**src/core/usffl_consts.vh**
```
// Purpose: Constants for the soft flow control and FIFO level block.
// Assumes: Included by core/usffl_core.v and by the checker and bench under dv.
// Notes:   Offsets are register indices on the plain register port.
`ifndef USFFL_CONSTS_VH
`define USFFL_CONSTS_VH

// ****************************************************************
// Register offsets
// ****************************************************************
`define USFFL_OFF_FEATURE   5'h09
`define USFFL_OFF_TX_TRIG   5'h0a
`define USFFL_OFF_RX_LVL    5'h0b
`define USFFL_OFF_PAUSE1    5'h0c
`define USFFL_OFF_PAUSE2    5'h0d
`define USFFL_OFF_RESUME1   5'h0e
`define USFFL_OFF_RESUME2   5'h0f
`define USFFL_OFF_TX_CNT    5'h10

// ****************************************************************
// Field positions and values
// ****************************************************************
`define USFFL_SEL_TX_HI     3
`define USFFL_SEL_TX_LO     2
`define USFFL_SEL_RX_HI     1
`define USFFL_SEL_RX_LO     0
`define USFFL_SEL_OFF       2'h0
`define USFFL_SEL_SECOND    2'h1
`define USFFL_SEL_FIRST     2'h2
`define USFFL_SEL_BOTH      2'h3
`define USFFL_STS_PAUSE1    0
`define USFFL_STS_RESUME1   1
`define USFFL_STS_PAUSE2    2
`define USFFL_STS_RESUME2   3

// ****************************************************************
// Reset values and limits
// ****************************************************************
`define USFFL_RST_BYTE      8'h00
`define USFFL_TRIG_MAX      8'h40
`define USFFL_FIFO_DEPTH    8'h40

`endif

```
**src/core/usffl_core.v**
```verilog
// Purpose: Soft flow control character selection, sending and matching,
//          plus transmit and receive FIFO fill counters and trigger levels.
// Assumes: All inputs come from logic on ref_clk; the serializer takes one
//          flow character per handshake and the FIFOs report push and pop.
// Notes:   Bits 7:4 of the feature register are stored and read back only.
//
// Behaviour
// - Flow control select is feature register bits 3:0, offset 09, reset zero.
// - Transmit select 00: no pause or resume characters are sent.
// - Transmit select 10: send first resume and first pause characters.
// - Transmit select 01: send second resume and second pause characters.
// - Transmit select 11: send two-character resume and pause sequences.
// - Receive select 00: incoming characters are not compared.
// - Receive select 10: compare against first resume and first pause.
// - Receive select 01: compare against second resume and second pause.
// - Select 1011: send first characters, accept either resume or pause.
// - Select 0111: send second characters, accept either resume or pause.
// - Select 1111: send and match both characters of each sequence.
// - Select 0011: send nothing, match two-character resume and pause sequences.
// - Read-only eight-bit transmit fill count; writes do not change it.
// - Write-only transmit trigger at 0A, accepted from 0x00 to 0x40.
// - Offset 0B reads receive fill count and writes receive trigger.
// - Receive trigger writes limited to 0x00 through 0x40.
// - Offset 0C writes first pause character, reads sent-character status.
// - Status bits 3,1 resume sent, 2,0 pause sent, 7:4 read zero.
// - Second pause, first and second resume at 0D, 0E, 0F, reset zero.
//
// Implementation choice: strobed register access.
`timescale 1ns/100ps
`include "usffl_consts.vh"

module usffl_core #(
  parameter CNT_W = 8
) (
  // Clock and reset.
  input  wire             ref_clk,
  input  wire             rst_n,
  // Register port.
  input  wire [4:0]       reg_addr,
  input  wire [7:0]       reg_wdata,
  input  wire             reg_wr,
  input  wire             reg_rd,
  output reg  [7:0]       reg_rdata,
  // FIFO occupancy events.
  input  wire             tx_push,
  input  wire             tx_pop,
  input  wire             rx_push,
  input  wire             rx_pop,
  // Received characters from the deserializer.
  input  wire             rx_char_valid,
  input  wire [7:0]       rx_char_data,
  // Flow characters towards the serializer.
  output reg              flow_char_valid,
  output reg  [7:0]       flow_char_data,
  input  wire             flow_char_taken,
  // Status towards the UART core.
  output reg              tx_halt,
  output reg              rx_flow_hit,
  output reg              tx_at_trigger,
  output reg              rx_at_trigger
);

  // ****************************************************************
  // Register storage
  // ****************************************************************
  reg [7:0]       feature_ff;
  reg [7:0]       tx_trig_ff;
  reg [7:0]       rx_trig_ff;
  reg [7:0]       pause1_ff;
  reg [7:0]       pause2_ff;
  reg [7:0]       resume1_ff;
  reg [7:0]       resume2_ff;
  reg [3:0]       sent_sts_ff;
  reg [CNT_W-1:0] tx_cnt_ff;
  reg [CNT_W-1:0] rx_cnt_ff;

  // Both select fields come straight from the stored feature byte, so a new
  // selection acts from the cycle after its write.
  wire [1:0] tx_sel = feature_ff[`USFFL_SEL_TX_HI:`USFFL_SEL_TX_LO];
  wire [1:0] rx_sel = feature_ff[`USFFL_SEL_RX_HI:`USFFL_SEL_RX_LO];

  // Clamp a trigger write; anything past the FIFO depth is meaningless.
  // Clamping rather than ignoring the write gives software that asks for too
  // much the deepest level the FIFO can reach.
  wire [7:0] trig_wval = (reg_wdata > `USFFL_TRIG_MAX) ? `USFFL_TRIG_MAX
                                                       : reg_wdata;

  // Host writes; unmapped offsets are ignored.
  always @(posedge ref_clk) begin
    if (!rst_n) begin
      feature_ff <= `USFFL_RST_BYTE;
      tx_trig_ff <= `USFFL_RST_BYTE;
      rx_trig_ff <= `USFFL_RST_BYTE;
      pause1_ff  <= `USFFL_RST_BYTE;
      pause2_ff  <= `USFFL_RST_BYTE;
      resume1_ff <= `USFFL_RST_BYTE;
      resume2_ff <= `USFFL_RST_BYTE;
    end else if (reg_wr) begin
      case (reg_addr)
        `USFFL_OFF_FEATURE: feature_ff <= reg_wdata;
        `USFFL_OFF_TX_TRIG: tx_trig_ff <= trig_wval;
        `USFFL_OFF_RX_LVL:  rx_trig_ff <= trig_wval;
        `USFFL_OFF_PAUSE1:  pause1_ff  <= reg_wdata;
        `USFFL_OFF_PAUSE2:  pause2_ff  <= reg_wdata;
        `USFFL_OFF_RESUME1: resume1_ff <= reg_wdata;
        `USFFL_OFF_RESUME2: resume2_ff <= reg_wdata;
        default: ;
      endcase
    end
  end

  // ****************************************************************
  // Read port
  // ****************************************************************
  reg [7:0] nxt_rdata;

  // Read data is registered so it stands only in the cycle after the strobe.
  // Zero outside that cycle keeps a shared read mux quiet, at the cost of
  // one cycle of latency on every read.
  always @* begin
    nxt_rdata = `USFFL_RST_BYTE;
    case (reg_addr)
      `USFFL_OFF_FEATURE: nxt_rdata = feature_ff;
      `USFFL_OFF_RX_LVL:  nxt_rdata = rx_cnt_ff;
      `USFFL_OFF_PAUSE1:  nxt_rdata = {4'h0, sent_sts_ff};
      `USFFL_OFF_TX_CNT:  nxt_rdata = tx_cnt_ff;
      default:            nxt_rdata = `USFFL_RST_BYTE;
    endcase
  end

  always @(posedge ref_clk) begin
    if (!rst_n) begin
      reg_rdata <= `USFFL_RST_BYTE;
    end else if (reg_rd) begin
      reg_rdata <= nxt_rdata;
    end else begin
      reg_rdata <= `USFFL_RST_BYTE;
    end
  end

  // ****************************************************************
  // FIFO fill counters
  // ****************************************************************
  // A push into a full FIFO or a pop from an empty one is ignored, so the
  // counters never wrap; a push and pop that are both kept leave the count alone.
  wire tx_inc = tx_push && (tx_cnt_ff != `USFFL_FIFO_DEPTH);
  wire tx_dec = tx_pop  && (tx_cnt_ff != {CNT_W{1'b0}});
  wire rx_inc = rx_push && (rx_cnt_ff != `USFFL_FIFO_DEPTH);
  wire rx_dec = rx_pop  && (rx_cnt_ff != {CNT_W{1'b0}});

  // Counts change only on FIFO traffic, never on a register write.
  // The limit is the FIFO depth, not the counter width, so a wider CNT_W
  // never lets a count run past a full FIFO.
  always @(posedge ref_clk) begin
    if (!rst_n) begin
      tx_cnt_ff <= {CNT_W{1'b0}};
      rx_cnt_ff <= {CNT_W{1'b0}};
    end else begin
      if (tx_inc && !tx_dec) begin
        tx_cnt_ff <= tx_cnt_ff + 1'b1;
      end else if (tx_dec && !tx_inc) begin
        tx_cnt_ff <= tx_cnt_ff - 1'b1;
      end
      if (rx_inc && !rx_dec) begin
        rx_cnt_ff <= rx_cnt_ff + 1'b1;
      end else if (rx_dec && !rx_inc) begin
        rx_cnt_ff <= rx_cnt_ff - 1'b1;
      end
    end
  end

  // Trigger flags: transmit asks for data at or below its level, receive
  // reports data at or above its level.
  // The flags lag the counts by one cycle; a user that needs the exact
  // cycle must compare the counts directly.
  always @(posedge ref_clk) begin
    if (!rst_n) begin
      tx_at_trigger <= 1'b0;
      rx_at_trigger <= 1'b0;
    end else begin
      tx_at_trigger <= (tx_cnt_ff <= tx_trig_ff);
      rx_at_trigger <= (rx_cnt_ff >= rx_trig_ff);
    end
  end

  // ****************************************************************
  // Outgoing flow characters
  // ****************************************************************
  localparam [1:0] ST_IDLE  = 2'h0;
  localparam [1:0] ST_FIRST = 2'h1;
  localparam [1:0] ST_SECND = 2'h2;
  // The unused fourth code falls back to idle with the offer withdrawn, so
  // an upset never leaves a stale character offered.

  reg [1:0] tx_state_ff;
  reg       told_pause_ff;
  reg       send_pause_ff;
  reg [1:0] nxt_state;
  reg       nxt_valid;
  reg [7:0] nxt_char;
  reg       nxt_told;
  reg [3:0] nxt_sts;

  wire tx_fc_on   = (tx_sel != `USFFL_SEL_OFF);
  wire want_pause = (rx_cnt_ff >= rx_trig_ff);
  wire two_char   = (tx_sel == `USFFL_SEL_BOTH);
  wire use_second = (tx_sel == `USFFL_SEL_SECOND);

  // First character of the pending sequence for the selected mode.
  wire [7:0] first_pause  = use_second ? pause2_ff  : pause1_ff;
  wire [7:0] first_resume = use_second ? resume2_ff : resume1_ff;

  // The state machine sends one pause or resume sequence whenever the wanted
  // remote state differs from what was last told; a level that swings back
  // mid-sequence is picked up after the sequence completes.
  always @* begin
    nxt_state = tx_state_ff;
    nxt_valid = flow_char_valid;
    nxt_char  = flow_char_data;
    nxt_told  = told_pause_ff;
    nxt_sts   = sent_sts_ff;
    case (tx_state_ff)
      ST_IDLE: begin
        if (!tx_fc_on) begin
          nxt_told = 1'b0;
        end else if (want_pause != told_pause_ff) begin
          nxt_valid = 1'b1;
          nxt_char  = want_pause ? first_pause : first_resume;
          nxt_state = ST_FIRST;
        end
      end
      ST_FIRST: begin
        if (flow_char_taken) begin
          if (send_pause_ff) begin
            nxt_sts[`USFFL_STS_PAUSE1 + {use_second, 1'b0}]  = 1'b1;
            nxt_sts[`USFFL_STS_RESUME1 + {use_second, 1'b0}] = 1'b0;
          end else begin
            nxt_sts[`USFFL_STS_RESUME1 + {use_second, 1'b0}] = 1'b1;
            nxt_sts[`USFFL_STS_PAUSE1 + {use_second, 1'b0}]  = 1'b0;
          end
          if (two_char) begin
            nxt_char  = send_pause_ff ? pause2_ff : resume2_ff;
            nxt_state = ST_SECND;
          end else begin
            nxt_valid = 1'b0;
            nxt_told  = send_pause_ff;
            nxt_state = ST_IDLE;
          end
        end
      end
      ST_SECND: begin
        if (flow_char_taken) begin
          if (send_pause_ff) begin
            nxt_sts[`USFFL_STS_PAUSE2]  = 1'b1;
            nxt_sts[`USFFL_STS_RESUME2] = 1'b0;
          end else begin
            nxt_sts[`USFFL_STS_RESUME2] = 1'b1;
            nxt_sts[`USFFL_STS_PAUSE2]  = 1'b0;
          end
          nxt_valid = 1'b0;
          nxt_told  = send_pause_ff;
          nxt_state = ST_IDLE;
        end
      end
      default: begin
        nxt_valid = 1'b0;
        nxt_state = ST_IDLE;
      end
    endcase
  end

  // Sender registers. The pause or resume choice is latched only while idle,
  // so a sequence always ends with the kind of character it began with.
  // Status bits are sticky: only the opposite character sent clears them.
  always @(posedge ref_clk) begin
    if (!rst_n) begin
      tx_state_ff     <= ST_IDLE;
      flow_char_valid <= 1'b0;
      flow_char_data  <= `USFFL_RST_BYTE;
      told_pause_ff   <= 1'b0;
      send_pause_ff   <= 1'b0;
      sent_sts_ff     <= 4'h0;
    end else begin
      tx_state_ff     <= nxt_state;
      flow_char_valid <= nxt_valid;
      flow_char_data  <= nxt_char;
      told_pause_ff   <= nxt_told;
      sent_sts_ff     <= nxt_sts;
      if (tx_state_ff == ST_IDLE) begin
        send_pause_ff <= want_pause;
      end
    end
  end

  // ****************************************************************
  // Incoming flow character matching
  // ****************************************************************
  // Memory of a first sequence character; any other valid character clears
  // it, so both halves of a sequence must arrive back to back.
  reg prev_resume1_ff;
  reg prev_pause1_ff;

  // Either-character acceptance applies when the transmit side sends single
  // characters; otherwise select 11 matches two-character sequences.
  wire rx_either = (rx_sel == `USFFL_SEL_BOTH) &&
                   ((tx_sel == `USFFL_SEL_FIRST) ||
                    (tx_sel == `USFFL_SEL_SECOND));
  wire rx_seq    = (rx_sel == `USFFL_SEL_BOTH) && !rx_either;

  // Raw compares against every stored character; the mode picks which count.
  wire eq_p1 = (rx_char_data == pause1_ff);
  wire eq_p2 = (rx_char_data == pause2_ff);
  wire eq_r1 = (rx_char_data == resume1_ff);
  wire eq_r2 = (rx_char_data == resume2_ff);

  reg hit_pause;
  reg hit_resume;

  // Classify each received character for the selected receive mode.
  always @* begin
    hit_pause  = 1'b0;
    hit_resume = 1'b0;
    case (rx_sel)
      `USFFL_SEL_OFF: begin
        hit_pause  = 1'b0;
        hit_resume = 1'b0;
      end
      `USFFL_SEL_FIRST: begin
        hit_pause  = eq_p1;
        hit_resume = eq_r1;
      end
      `USFFL_SEL_SECOND: begin
        hit_pause  = eq_p2;
        hit_resume = eq_r2;
      end
      default: begin
        if (rx_seq) begin
          hit_pause  = prev_pause1_ff  && eq_p2;
          hit_resume = prev_resume1_ff && eq_r2;
        end else begin
          hit_pause  = eq_p1 || eq_p2;
          hit_resume = eq_r1 || eq_r2;
        end
      end
    endcase
  end

  // A matched pause halts the transmitter once its current character ends;
  // the serializer samples tx_halt only between characters.
  // Turning receive compares off also releases the halt, so software can
  // always recover a transmitter stuck by a lost resume character.
  always @(posedge ref_clk) begin
    if (!rst_n) begin
      tx_halt         <= 1'b0;
      rx_flow_hit     <= 1'b0;
      prev_pause1_ff  <= 1'b0;
      prev_resume1_ff <= 1'b0;
    end else begin
      rx_flow_hit <= rx_char_valid && (hit_pause || hit_resume);
      if (rx_sel == `USFFL_SEL_OFF) begin
        tx_halt <= 1'b0;
      end else if (rx_char_valid && hit_pause) begin
        tx_halt <= 1'b1;
      end else if (rx_char_valid && hit_resume) begin
        tx_halt <= 1'b0;
      end
      if (rx_char_valid) begin
        prev_pause1_ff  <= rx_seq && eq_p1;
        prev_resume1_ff <= rx_seq && eq_r1;
      end
    end
  end

endmodule

```
**config.mk**
```make
export PLATFORM = sky130hd
export DESIGN_NAME = usffl_core
export DESIGN_NICKNAME = d
export VERILOG_FILES = /design/src/core/usffl_core.v
export VERILOG_INCLUDE_DIRS = /design/src /design/src/core
export SDC_FILE = /design/constraint.sdc
export NUM_CORES = 1
export LEC_CHECK = 0
export ABC_AREA = 0
export BUFFER_PORTS_ARGS = -buffer_cell sky130_fd_sc_hd__buf_2
export CAP_MARGIN = 20
export CORE_MARGIN = 5
export CORE_UTILIZATION = 30
export CTS_BUF_LIST = sky130_fd_sc_hd__clkbuf_8
export CTS_CLUSTER_DIAMETER = 60
export DETAILED_ROUTE_END_ITERATION = 12
export PLACE_DENSITY = 0.54
export SLEW_MARGIN = 15
export SYNTH_ARGS = -nofsm -noshare
export SYNTH_HDL_FRONTEND = slang
export SYNTH_SLANG_ARGS = --single-unit
```
**constraint.sdc**
```tcl
create_clock -name ref_clk -period 5.8 [get_ports ref_clk]
set_input_delay 0.29 -clock ref_clk [delete_from_list [all_inputs] [get_ports ref_clk]]
set_output_delay 0.29 -clock ref_clk [all_outputs]
set_load 0.005 [all_outputs]
```
## Word level (Yosys, flattened, before mapping)

Cells that the tools add are included.

| storage, ports and cells | value |
|---|---|
| output and inout port bits | 21 |
| bits in registers | 103 |
| bits of input ports | 31 |
| word-level logic and storage cells | 173 |

| cells by class | value |
|---|---|
| bitwise gates (word level) | 7 |
| add/subtract/negate cells | 5 |
| equal/unequal tests | 30 |
| multiplexer cells | 47 |
| order comparisons | 7 |
| reductions and logical operators | 54 |

Operators with widths:

| kind | count |
|---|---|
| 2-to-1 mux 8 bit | 13 |
| == test 5 x 4 -> 1 bit (second input constant) | 7 |
| == test 8 bit | 4 |
| one-hot mux 8 bit (4 select lines) | 1 |
| logical AND 1 bit | 19 |
| AND reduction 2 bit | 9 |
| adder 8 x 1 -> 8 bit (second input constant) | 2 |
| inequality test 8 x 7 -> 1 bit (second input constant) | 2 |
| one-hot mux 8 bit (2 select lines) | 1 |
| nonzero test 8 bit | 2 |
| subtractor 8 x 1 -> 8 bit (second input constant) | 2 |
| 2-to-1 mux 1 bit | 15 |
| AND reduction 5 bit | 3 |
| 2-to-1 mux 2 bit | 7 |
| inequality test 2 bit (second input constant) | 7 |
| one-hot mux 1 bit (3 select lines) | 4 |
| nonzero test 2 bit | 6 |
| == test 2 bit (second input constant) | 5 |
| AND 4 bit | 2 |
| >= comparator 8 bit | 1 |
| > comparator 8 x 7 -> 1 bit (second input constant) | 1 |
| <= comparator 8 bit | 1 |
| 2-to-1 mux 4 bit | 2 |
| == test 2 x 1 -> 1 bit (second input constant) | 3 |
| other kinds (23) | 31 |

## Longest topological paths before layout

Gate-level depths: netlist of run 1.

| depth | value |
|---|---|
| depth in word-level cells | 11 |
| mapped depth | 12 |
| gate-level depth less buffers | 12 |

## Least setup slack after synthesis of run 1

No wires, ideal clock.

| timing path | value |
|---|---|
| path kind | register -> register |
| from | register rx_cnt_ff[3] |
| to | register rx_cnt_ff[7] |
| clock period less this slack | 2.658 ns |
| setup slack | 3.142 ns |
| data arrival time | 2.583 ns |
| cell stages (with the launch flop) | 13 |
| path buffers | 0 |
| library setup time | 0.076 ns |
| data required time | 5.724 ns |
| cell sequence | dfxtp_1 -> nor4_1 -> nand2_1 -> o21ai_0 -> ha_1 -> inv_1 -> ha_1 -> a21oi_1 -> o211ai_1 -> o41ai_1 -> xnor2_1 -> or3_1 -> a21boi_0 |

| on the way | value |
|---|---|
| word-level cells in the longest chain between the ends | 5 |
| elaborated cells on any way between the ends | 13 |
| classes of those cells | add/sub (2); eq/ne (1); mux (2); reduce/logical (8) |

RTL lines:

| element | RTL line | text |
|---|---|---|
| start, declared | usffl_core.v:75 | `reg [CNT_W-1:0] rx_cnt_ff;` |
| start signal, assigned | usffl_core.v:157 | `rx_cnt_ff <= {CNT_W{1'b0}};` |
| start signal, assigned | usffl_core.v:165 | `rx_cnt_ff <= rx_cnt_ff + 1'b1;` |
| start signal, assigned | usffl_core.v:167 | `rx_cnt_ff <= rx_cnt_ff - 1'b1;` |
| parallel branches: the longest is 5 deep, another holds subtractor 8 x 1 -> 8 bit | -- |  |

Several ways; the timed one is not identified. The select of a mux whose other input is x is not followed.
A chain may end at the register's enable or synchronous reset.

## Worst setup path after layout of run 1

Same ends and word-level chain as after synthesis.

==> summary.txt, run 1 <==
Vias/cell - 5.08
Top Ports - 52
core area - 0.0211 mm²
Switch Pwr - 0.952 mW
number of diodes - 0
most common cell after layout, fill and taps aside - dfxtp_1
Final TNS setup - 0 ns
setup violators final - 0
slowest cell on the critical path - nor4_1
Reg clk slew, reported paths - 0.10 ns
max-slew violations - 0
drt first-iter violations - 409
first-pass GRT wire length - 29300 µm
fin nets - 850
Hold-fix buffers, CTS - 0
Worst slew margin - 0.313
Sw Share - 0.409
Num CTS Buffers - 9
vias in the first global route - 5081
CP dominant cell by count - ha_1
Reg-to-Reg Start - rx_cnt_ff[3]
first-pass iteration count of the detailed router - 5
top cell family by delay on the critical path - compound AO/OA/AOI/OAI gates
EDFF count, synth - 0
clock buffer depth - 2
terminus of the critical flop-to-flop path - rx_cnt_ff[7]
Fillers - 2251
Worst R2R Path Depth - 12
Total GRT Usage - 0.152
die height - 157 µm
Worst Path Buf+Inv - 1
die area - 0.0245 mm²
Mapped Nets - 831
FFs w/ async S/R, synth - 0
pin count of the biggest net entering global routing - 84
Syn Inst Count - 761
Post-Place Cell Area - 0.00690 mm²
fmax - 0.335 GHz
CP peak stage delay - 0.39 ns
area of the multi-input gates - 0.00407 mm²
Crit. path cell count - 12
final WL - 18600 µm
Post-CTS Setup Inserts - 0
Worst EP arrival - 3.30 ns
final instance area - 0.00711 mm²
Syn. warnings - 0
final-report hold violation count - 0
outcome - completed
Combinational Power Share - 0.422
clk_lat worst skew - 0.40 ns
Mean Syn Cell Area - 8.47 µm²
antenna-violating nets left - 0
H-tree Lvls - 3
Register Area - 0.00206 mm²
Resize count post-CTS - 0
worst path cell trace - nor4_1 -> nand2_1 -> o21ai_0 -> ha_1 -> inv_1 -> ha_1 -> a21oi_1 -> o211ai_1 -> o41ai_1 -> xnor2_1 -> or3_1 -> a21boi_0
Synth cell types - 57
Slew @ Worst Pin - 1.03 ns
RSZ-0062 raised after global routing - false
layout cells sized above 1 - 0.126
r2r setup slk - 2.82 ns
sequential area share after synthesis - 0.320
Final HPWL DP - 13600 µm
internal power - 1.38 mW
DRC viols - 0
most frequent cells in the layout - dfxtp_1 (103), nand2_1 (76), nand3_1 (55), mux2i_1 (52), buf_2 (51)
grt ovf - 0
Starting Density - 0.306
root buffer cell - clkbuf_8
critical path fanouts, max - 7
antenna violations before repair - 1
TritonCTS Sinks - 103
I/O Buffers - 51
Post-Syn Area - 0.00644 mm²
worst path required time - 6.12 ns
Hold Crit Class - in2reg
startpoint types - flip-flop
Max Cap Violations - 0
critical path capture point type - flip-flop
Most used DFF post-synth - dfxtp_1
Clk pwr share - 0.211
sequential share of power - 0.368
die width - 157 µm
Vias - 5386
#FFs+latches synth - 103
Fin Clk Skew - 0.0109 ns
leakage - 2.66 nW
num rows - 53
Worst Setup SP - rx_cnt_ff[3]
CTS tree - yes
WL per Instance - 17.5 µm
Area Overhead vs Synth - 10.4%
P per Cell Area - 328 mW/mm²
GPL Wtd Cong - 0.809
critical path type - reg2reg
CP endpoint - rx_cnt_ff[7]
Final min period - 2.98 ns
Max IR drop VDD - 0.000175 V
fin crit share - 0.514
==> routing by layer <==
metal	vias to the layer above	GRT usage	wire length, µm
met5	-	0	7
met4	2	0.0421	273
met3	17	0.0315	1120
met2	122	0.232	8300
met1	2533	0.218	8910
li1	2712	-	-
==> per-stage QoR <==
| stage | cells | utilization | power, mW | setup slack, ns | hold slack [ns] |
|---|---|---|---|---|---|
| 2_1_floorplan | 761 | - | 1.60 | 3.14 | 0.380 |
| 3_3_place_gp | 1043 | 0.327 | 1.85 | 2.90 | 0.452 |
| 3_5_place_dp | 1043 | 0.327 | 1.85 | 2.84 | 0.460 |
| 4_1_cts | 1059 | 0.337 | 2.35 | 2.80 | 0.119 |
| 5_1_grt | 1060 | 0.337 | 2.50 | 2.30 | 0.131 |
| 6_report | 1060 | 0.337 | 2.33 | 2.82 | 0.145 |
==> how the worst min path moves through the flow <==
| stage | cells past startpoint | to | from |
|---|---|---|---|
| after floorplan | 1 | sent_sts_ff[2] | flow_char_taken |
| final | 2 | sent_sts_ff[2] | flow_char_taken |
| after CTS | 2 | sent_sts_ff[2] | flow_char_taken |
| after global placement | 2 | tx_halt | tx_halt |
| after detailed placement | 2 | rx_trig_ff[1] | rx_trig_ff[1] |
| after global routing | 2 | sent_sts_ff[2] | flow_char_taken |
==> cell type report <==
| type | count | share of cell area |
|---|---|---|
| clock inverter | 6 | 0.00950 |
| sequential | 103 | 0.290 |
| timing repair buffer | 59 | 0.0440 |
| clock buffer | 10 | 0.0194 |
| inverter | 31 | 0.0164 |
| tap | 275 | 0.0484 |
| multi-input combinational | 576 | 0.572 |
==> synth_stat cells, types with 8 or more instances <==
cell / instances / share of area
a2111oi_0: 9 / 0.012
a21boi_0: 26 / 0.030
a21oi_1: 20 / 0.016
a22oi_1: 8 / 0.0093
a41oi_1: 9 / 0.012
and2_1: 14 / 0.014
clkbuf_1: 48 / 0.028
dfxtp_1: 103 / 0.32
ha_1: 37 / 0.072
inv_1: 31 / 0.018
mux2i_1: 52 / 0.081
nand2_1: 76 / 0.044
nand2b_1: 9 / 0.0087
nand3_1: 55 / 0.043
nand4_1: 8 / 0.0078
nor2_1: 41 / 0.024
nor2b_1: 45 / 0.044
nor3_1: 8 / 0.0062
o21ai_0: 25 / 0.019
o31ai_1: 9 / 0.010
o41ai_2: 8 / 0.020
xnor2_1: 33 / 0.045
xor2_1: 11 / 0.015
==> cell families (layout without fill, tap and decap cells) <==
| logic type | Yosys count | after routing | synth area share |
|---|---|---|---|
| multiplexers | 59 | 59 | 0.0936 |
| adder cells (fa/ha/maj) | 39 | 39 | 0.0781 |
| AO/OA/AOI/OAI | 146 | 146 | 0.171 |
| flip-flops | 103 | 103 | 0.320 |
| AND/OR/NAND/NOR | 288 | 288 | 0.228 |
| buffers and inverters | 82 | 106 | 0.0491 |
| XOR/XNOR | 44 | 44 | 0.0598 |
==> power groups by stage <==
stage	combinational [mW]	clock (mW)	sequential (mW)
detailed placement	0.978	0	0.874
floorplan	0.774	0	0.831
global placement	0.981	0	0.871
CTS	0.986	0.509	0.858
finish	0.983	0.491	0.857
global route	1.10	0.531	0.868
==> flip-flops by register name (all words and copies together), names as in the netlist, 2 cells and up, named ones only <==
signal          count
feature_ff          8
flow_char_data      8
pause1_ff           8
pause2_ff           8
reg_rdata           8
resume1_ff          8
resume2_ff          8
rx_cnt_ff           8
rx_trig_ff          8
sent_sts_ff         2
tx_cnt_ff           8
tx_state_ff         2
tx_trig_ff          8
(Power assumes the default switching activity.)
==> run 2: changes to the inputs <==
Clock period 5.8 ns to 2.9 ns, I/O delays scaled along.
==> run 2 against run 1 <==
  * Largest power group unchanged
  * Sequential power increased by 95%
  * Wire length decreased by 0.25%
  * Cell count increased by 3.0%
  * Via count increased by 2.5%
  * Clock power increased by 94%
  * Sequential cell count unchanged
  * Count of clock-buffer cells in the layout increased by 1
  * Cell area increased by 6.1%
  * Sequential share of layout area decreased by 1.6 points
  * Worst setup slack got worse by 2.7 ns
  * Utilization increased by 2.1 points
  * Register-to-register slack got worse by 2.7 ns
==> summary.txt, run 2 (synthesized netlist as in run 1, its figures left out) <==
outcome - completed
CP dominant cell by count - buf_4
WL per Instance - 17.0 µm (-3.2%)
Top Ports - 52 (unchanged)
fmax - 0.355 GHz (+5.9%)
number of diodes - 0 (unchanged)
final WL - 18600 µm (-0.25%)
Hold Path End - prev_pause1_ff
Combinational Power Share - 0.485 (+0.063)
final instance area - 0.00754 mm² (+6.1%)
critical path fanouts, max - 18 (+11)
Clk pwr share - 0.187 (-0.024)
die area - 0.0245 mm² (unchanged)
Max IR drop VDD - 0.000349 V (+100%)
root buffer cell - clkbuf_8
Worst R2R Path Depth - 10 (-2)
internal power - 3.05 mW (+120%)
Worst EP arrival - 3.09 ns (-0.21 ns)
core area - 0.0211 mm² (unchanged)
startpoint types - flip-flop
worst path cell trace - ha_1 -> a21o_1 -> a21o_1 -> buf_4 -> a21oi_1 -> buf_4 -> nor2b_1 -> a2111oi_0 -> buf_4 -> o41ai_2
setup violators final - 0 (unchanged)
final-report hold violation count - 0 (unchanged)
Final HPWL DP - 13400 µm (-1.1%)
Vias/cell - 5.05 (-0.55%)
Max Cap Violations - 0 (unchanged)
CTS tree - yes
most common cell after layout, fill and taps aside - dfxtp_1
fin crit share - 0.972 (+0.457)
critical path capture point type - flip-flop
die width - 157 µm (unchanged)
clock buffer depth - 2 (unchanged)
I/O Buffers - 51 (unchanged)
r2r setup slk - 0.08 ns (-2.73 ns)
terminus of the critical flop-to-flop path - flow_char_data[6]
Fin Clk Skew - 0.00996 ns (-0.000946 ns)
TritonCTS Sinks - 103 (unchanged)
DRC viols - 0 (unchanged)
H-tree Lvls - 3 (unchanged)
Vias - 5518 (+2.5%)
die height - 157 µm (unchanged)
Starting Density - 0.306 (unchanged)
Slew @ Worst Pin - 1.00 ns (-0.0234 ns)
worst path required time - 3.17 ns (-2.95 ns)
slowest cell on the critical path - a2111oi_0
leakage - 2.84 nW (+7.0%)
num rows - 53 (unchanged)
layout cells sized above 1 - 0.191 (+0.0648)
critical path type - reg2reg
Area Overhead vs Synth - 17.1%
P per Cell Area - 674 mW/mm² (+110%)
clk_lat worst skew - 0.39 ns (about the same)
Switch Pwr - 2.04 mW (+110%)
Post-Place Cell Area - 0.00715 mm² (+3.6%)
vias in the first global route - 5189 (+2.1%)
fin nets - 883 (+3.9%)
Reg clk slew, reported paths - 0.10 ns (about the same)
Worst slew margin - 0.329 (+0.0157)
most frequent cells in the layout - dfxtp_1 (101), nand2_1 (75), nand3_1 (55), mux2i_1 (52), buf_2 (51)
drt first-iter violations - 218 (-47%)
HP Start - rx_char_valid
pin count of the biggest net entering global routing - 63 (-25%)
Sw Share - 0.401 (-0.00746)
worst hold path depth - 3 (+1)
antenna-violating nets left - 0 (unchanged)
first-pass GRT wire length - 29500 µm (+0.71%)
antenna violations before repair - 0 (-1)
Hold Crit Class - in2reg
Worst Setup SP - rx_cnt_ff[6]
Num CTS Buffers - 9 (unchanged)
GPL Wtd Cong - 0.816 (+0.82%)
CP peak stage delay - 0.55 ns (+0.16 ns)
Reg-to-Reg Start - rx_cnt_ff[6]
first-pass iteration count of the detailed router - 4 (-1)
hold_ws - 0.0845 ns (-0.0607 ns)
Final min period - 2.82 ns (-0.165 ns)
max-slew violations - 0 (unchanged)
sequential share of power - 0.327 (-0.041)
Total GRT Usage - 0.152 (-0.000323)
grt ovf - 0 (unchanged)
run 2: how the worst max path moves through the flow:
stage | depth (start not counted) | to
CTS | 12 | rx_cnt_ff[7]
global placement | 12 | rx_cnt_ff[7]
floorplan | 12 | rx_cnt_ff[7]
finish | 10 | flow_char_data[6]
detailed placement | 12 | rx_cnt_ff[7]
global route | 12 | rx_cnt_ff[7]
run 2: layout make-up:
type | count | area [µm²]
clock inverters | 4 | 45.0
clock buffers | 11 | 151
fillers | 2214 | 13500
multi-input cells | 576 | 4240
well taps | 275 | 344
flip-flops and latches | 103 | 2060
repair buffers | 92 | 578
inverters | 31 | 119
run 2: what timing repair did:
| item | 4_1_cts | 5_1_grt |
|---|---|---|
| pin swaps | 0 | 13 |
| setup buffers | 0 | 2 |
| resized for setup | 4 | 30 |
| endpoints found under the setup margin | 2 | 11 |
| hold endpoints to repair | 1 | 0 |
| hold buffers | 1 | 0 |
run 2: critical path: cells and delay by family, from the launching register on:
family	cells	cell delay (ns)
AOI/OAI and AO/OA	5	1.20
adders and majority gates	1	0.30
and+or+nand+nor	1	0.07
buffers and inverters	3	0.67
DFF	1	0.47
run 2: metrics by stage:
step	setup TNS (ns)	instances	setup slack, ns	total power, mW	utilization
3_5_place_dp	-0.0842	1074	-0.0842	3.93	0.339
6_report	0	1092	0.0826	5.09	0.358
5_1_grt	-0.0376	1092	-0.0376	5.46	0.358
2_1_floorplan	0	761	0.242	3.21	-
3_3_place_gp	0	1074	0.0329	3.93	0.339
4_1_cts	0	1090	0.0428	4.93	0.350
run 2: per-layer routing:
layer  routed length [µm]  vias to the layer above  global-route usage
li1                     -                     2791                   -
met1                 9180                     2620               0.219
met2                 8430                       97               0.237
met3                  803                       10              0.0230
met4                  141                        0              0.0401
met5                    0                        -                   0
run 2: power groups by stage:
stage | combinational, mW | clock, mW | sequential, mW
finish | 2.47 | 0.953 | 1.67
global route | 2.75 | 1.03 | 1.69
CTS | 2.30 | 0.983 | 1.65
detailed placement | 2.26 | 0 | 1.67
global placement | 2.26 | 0 | 1.67
floorplan | 1.55 | 0 | 1.66
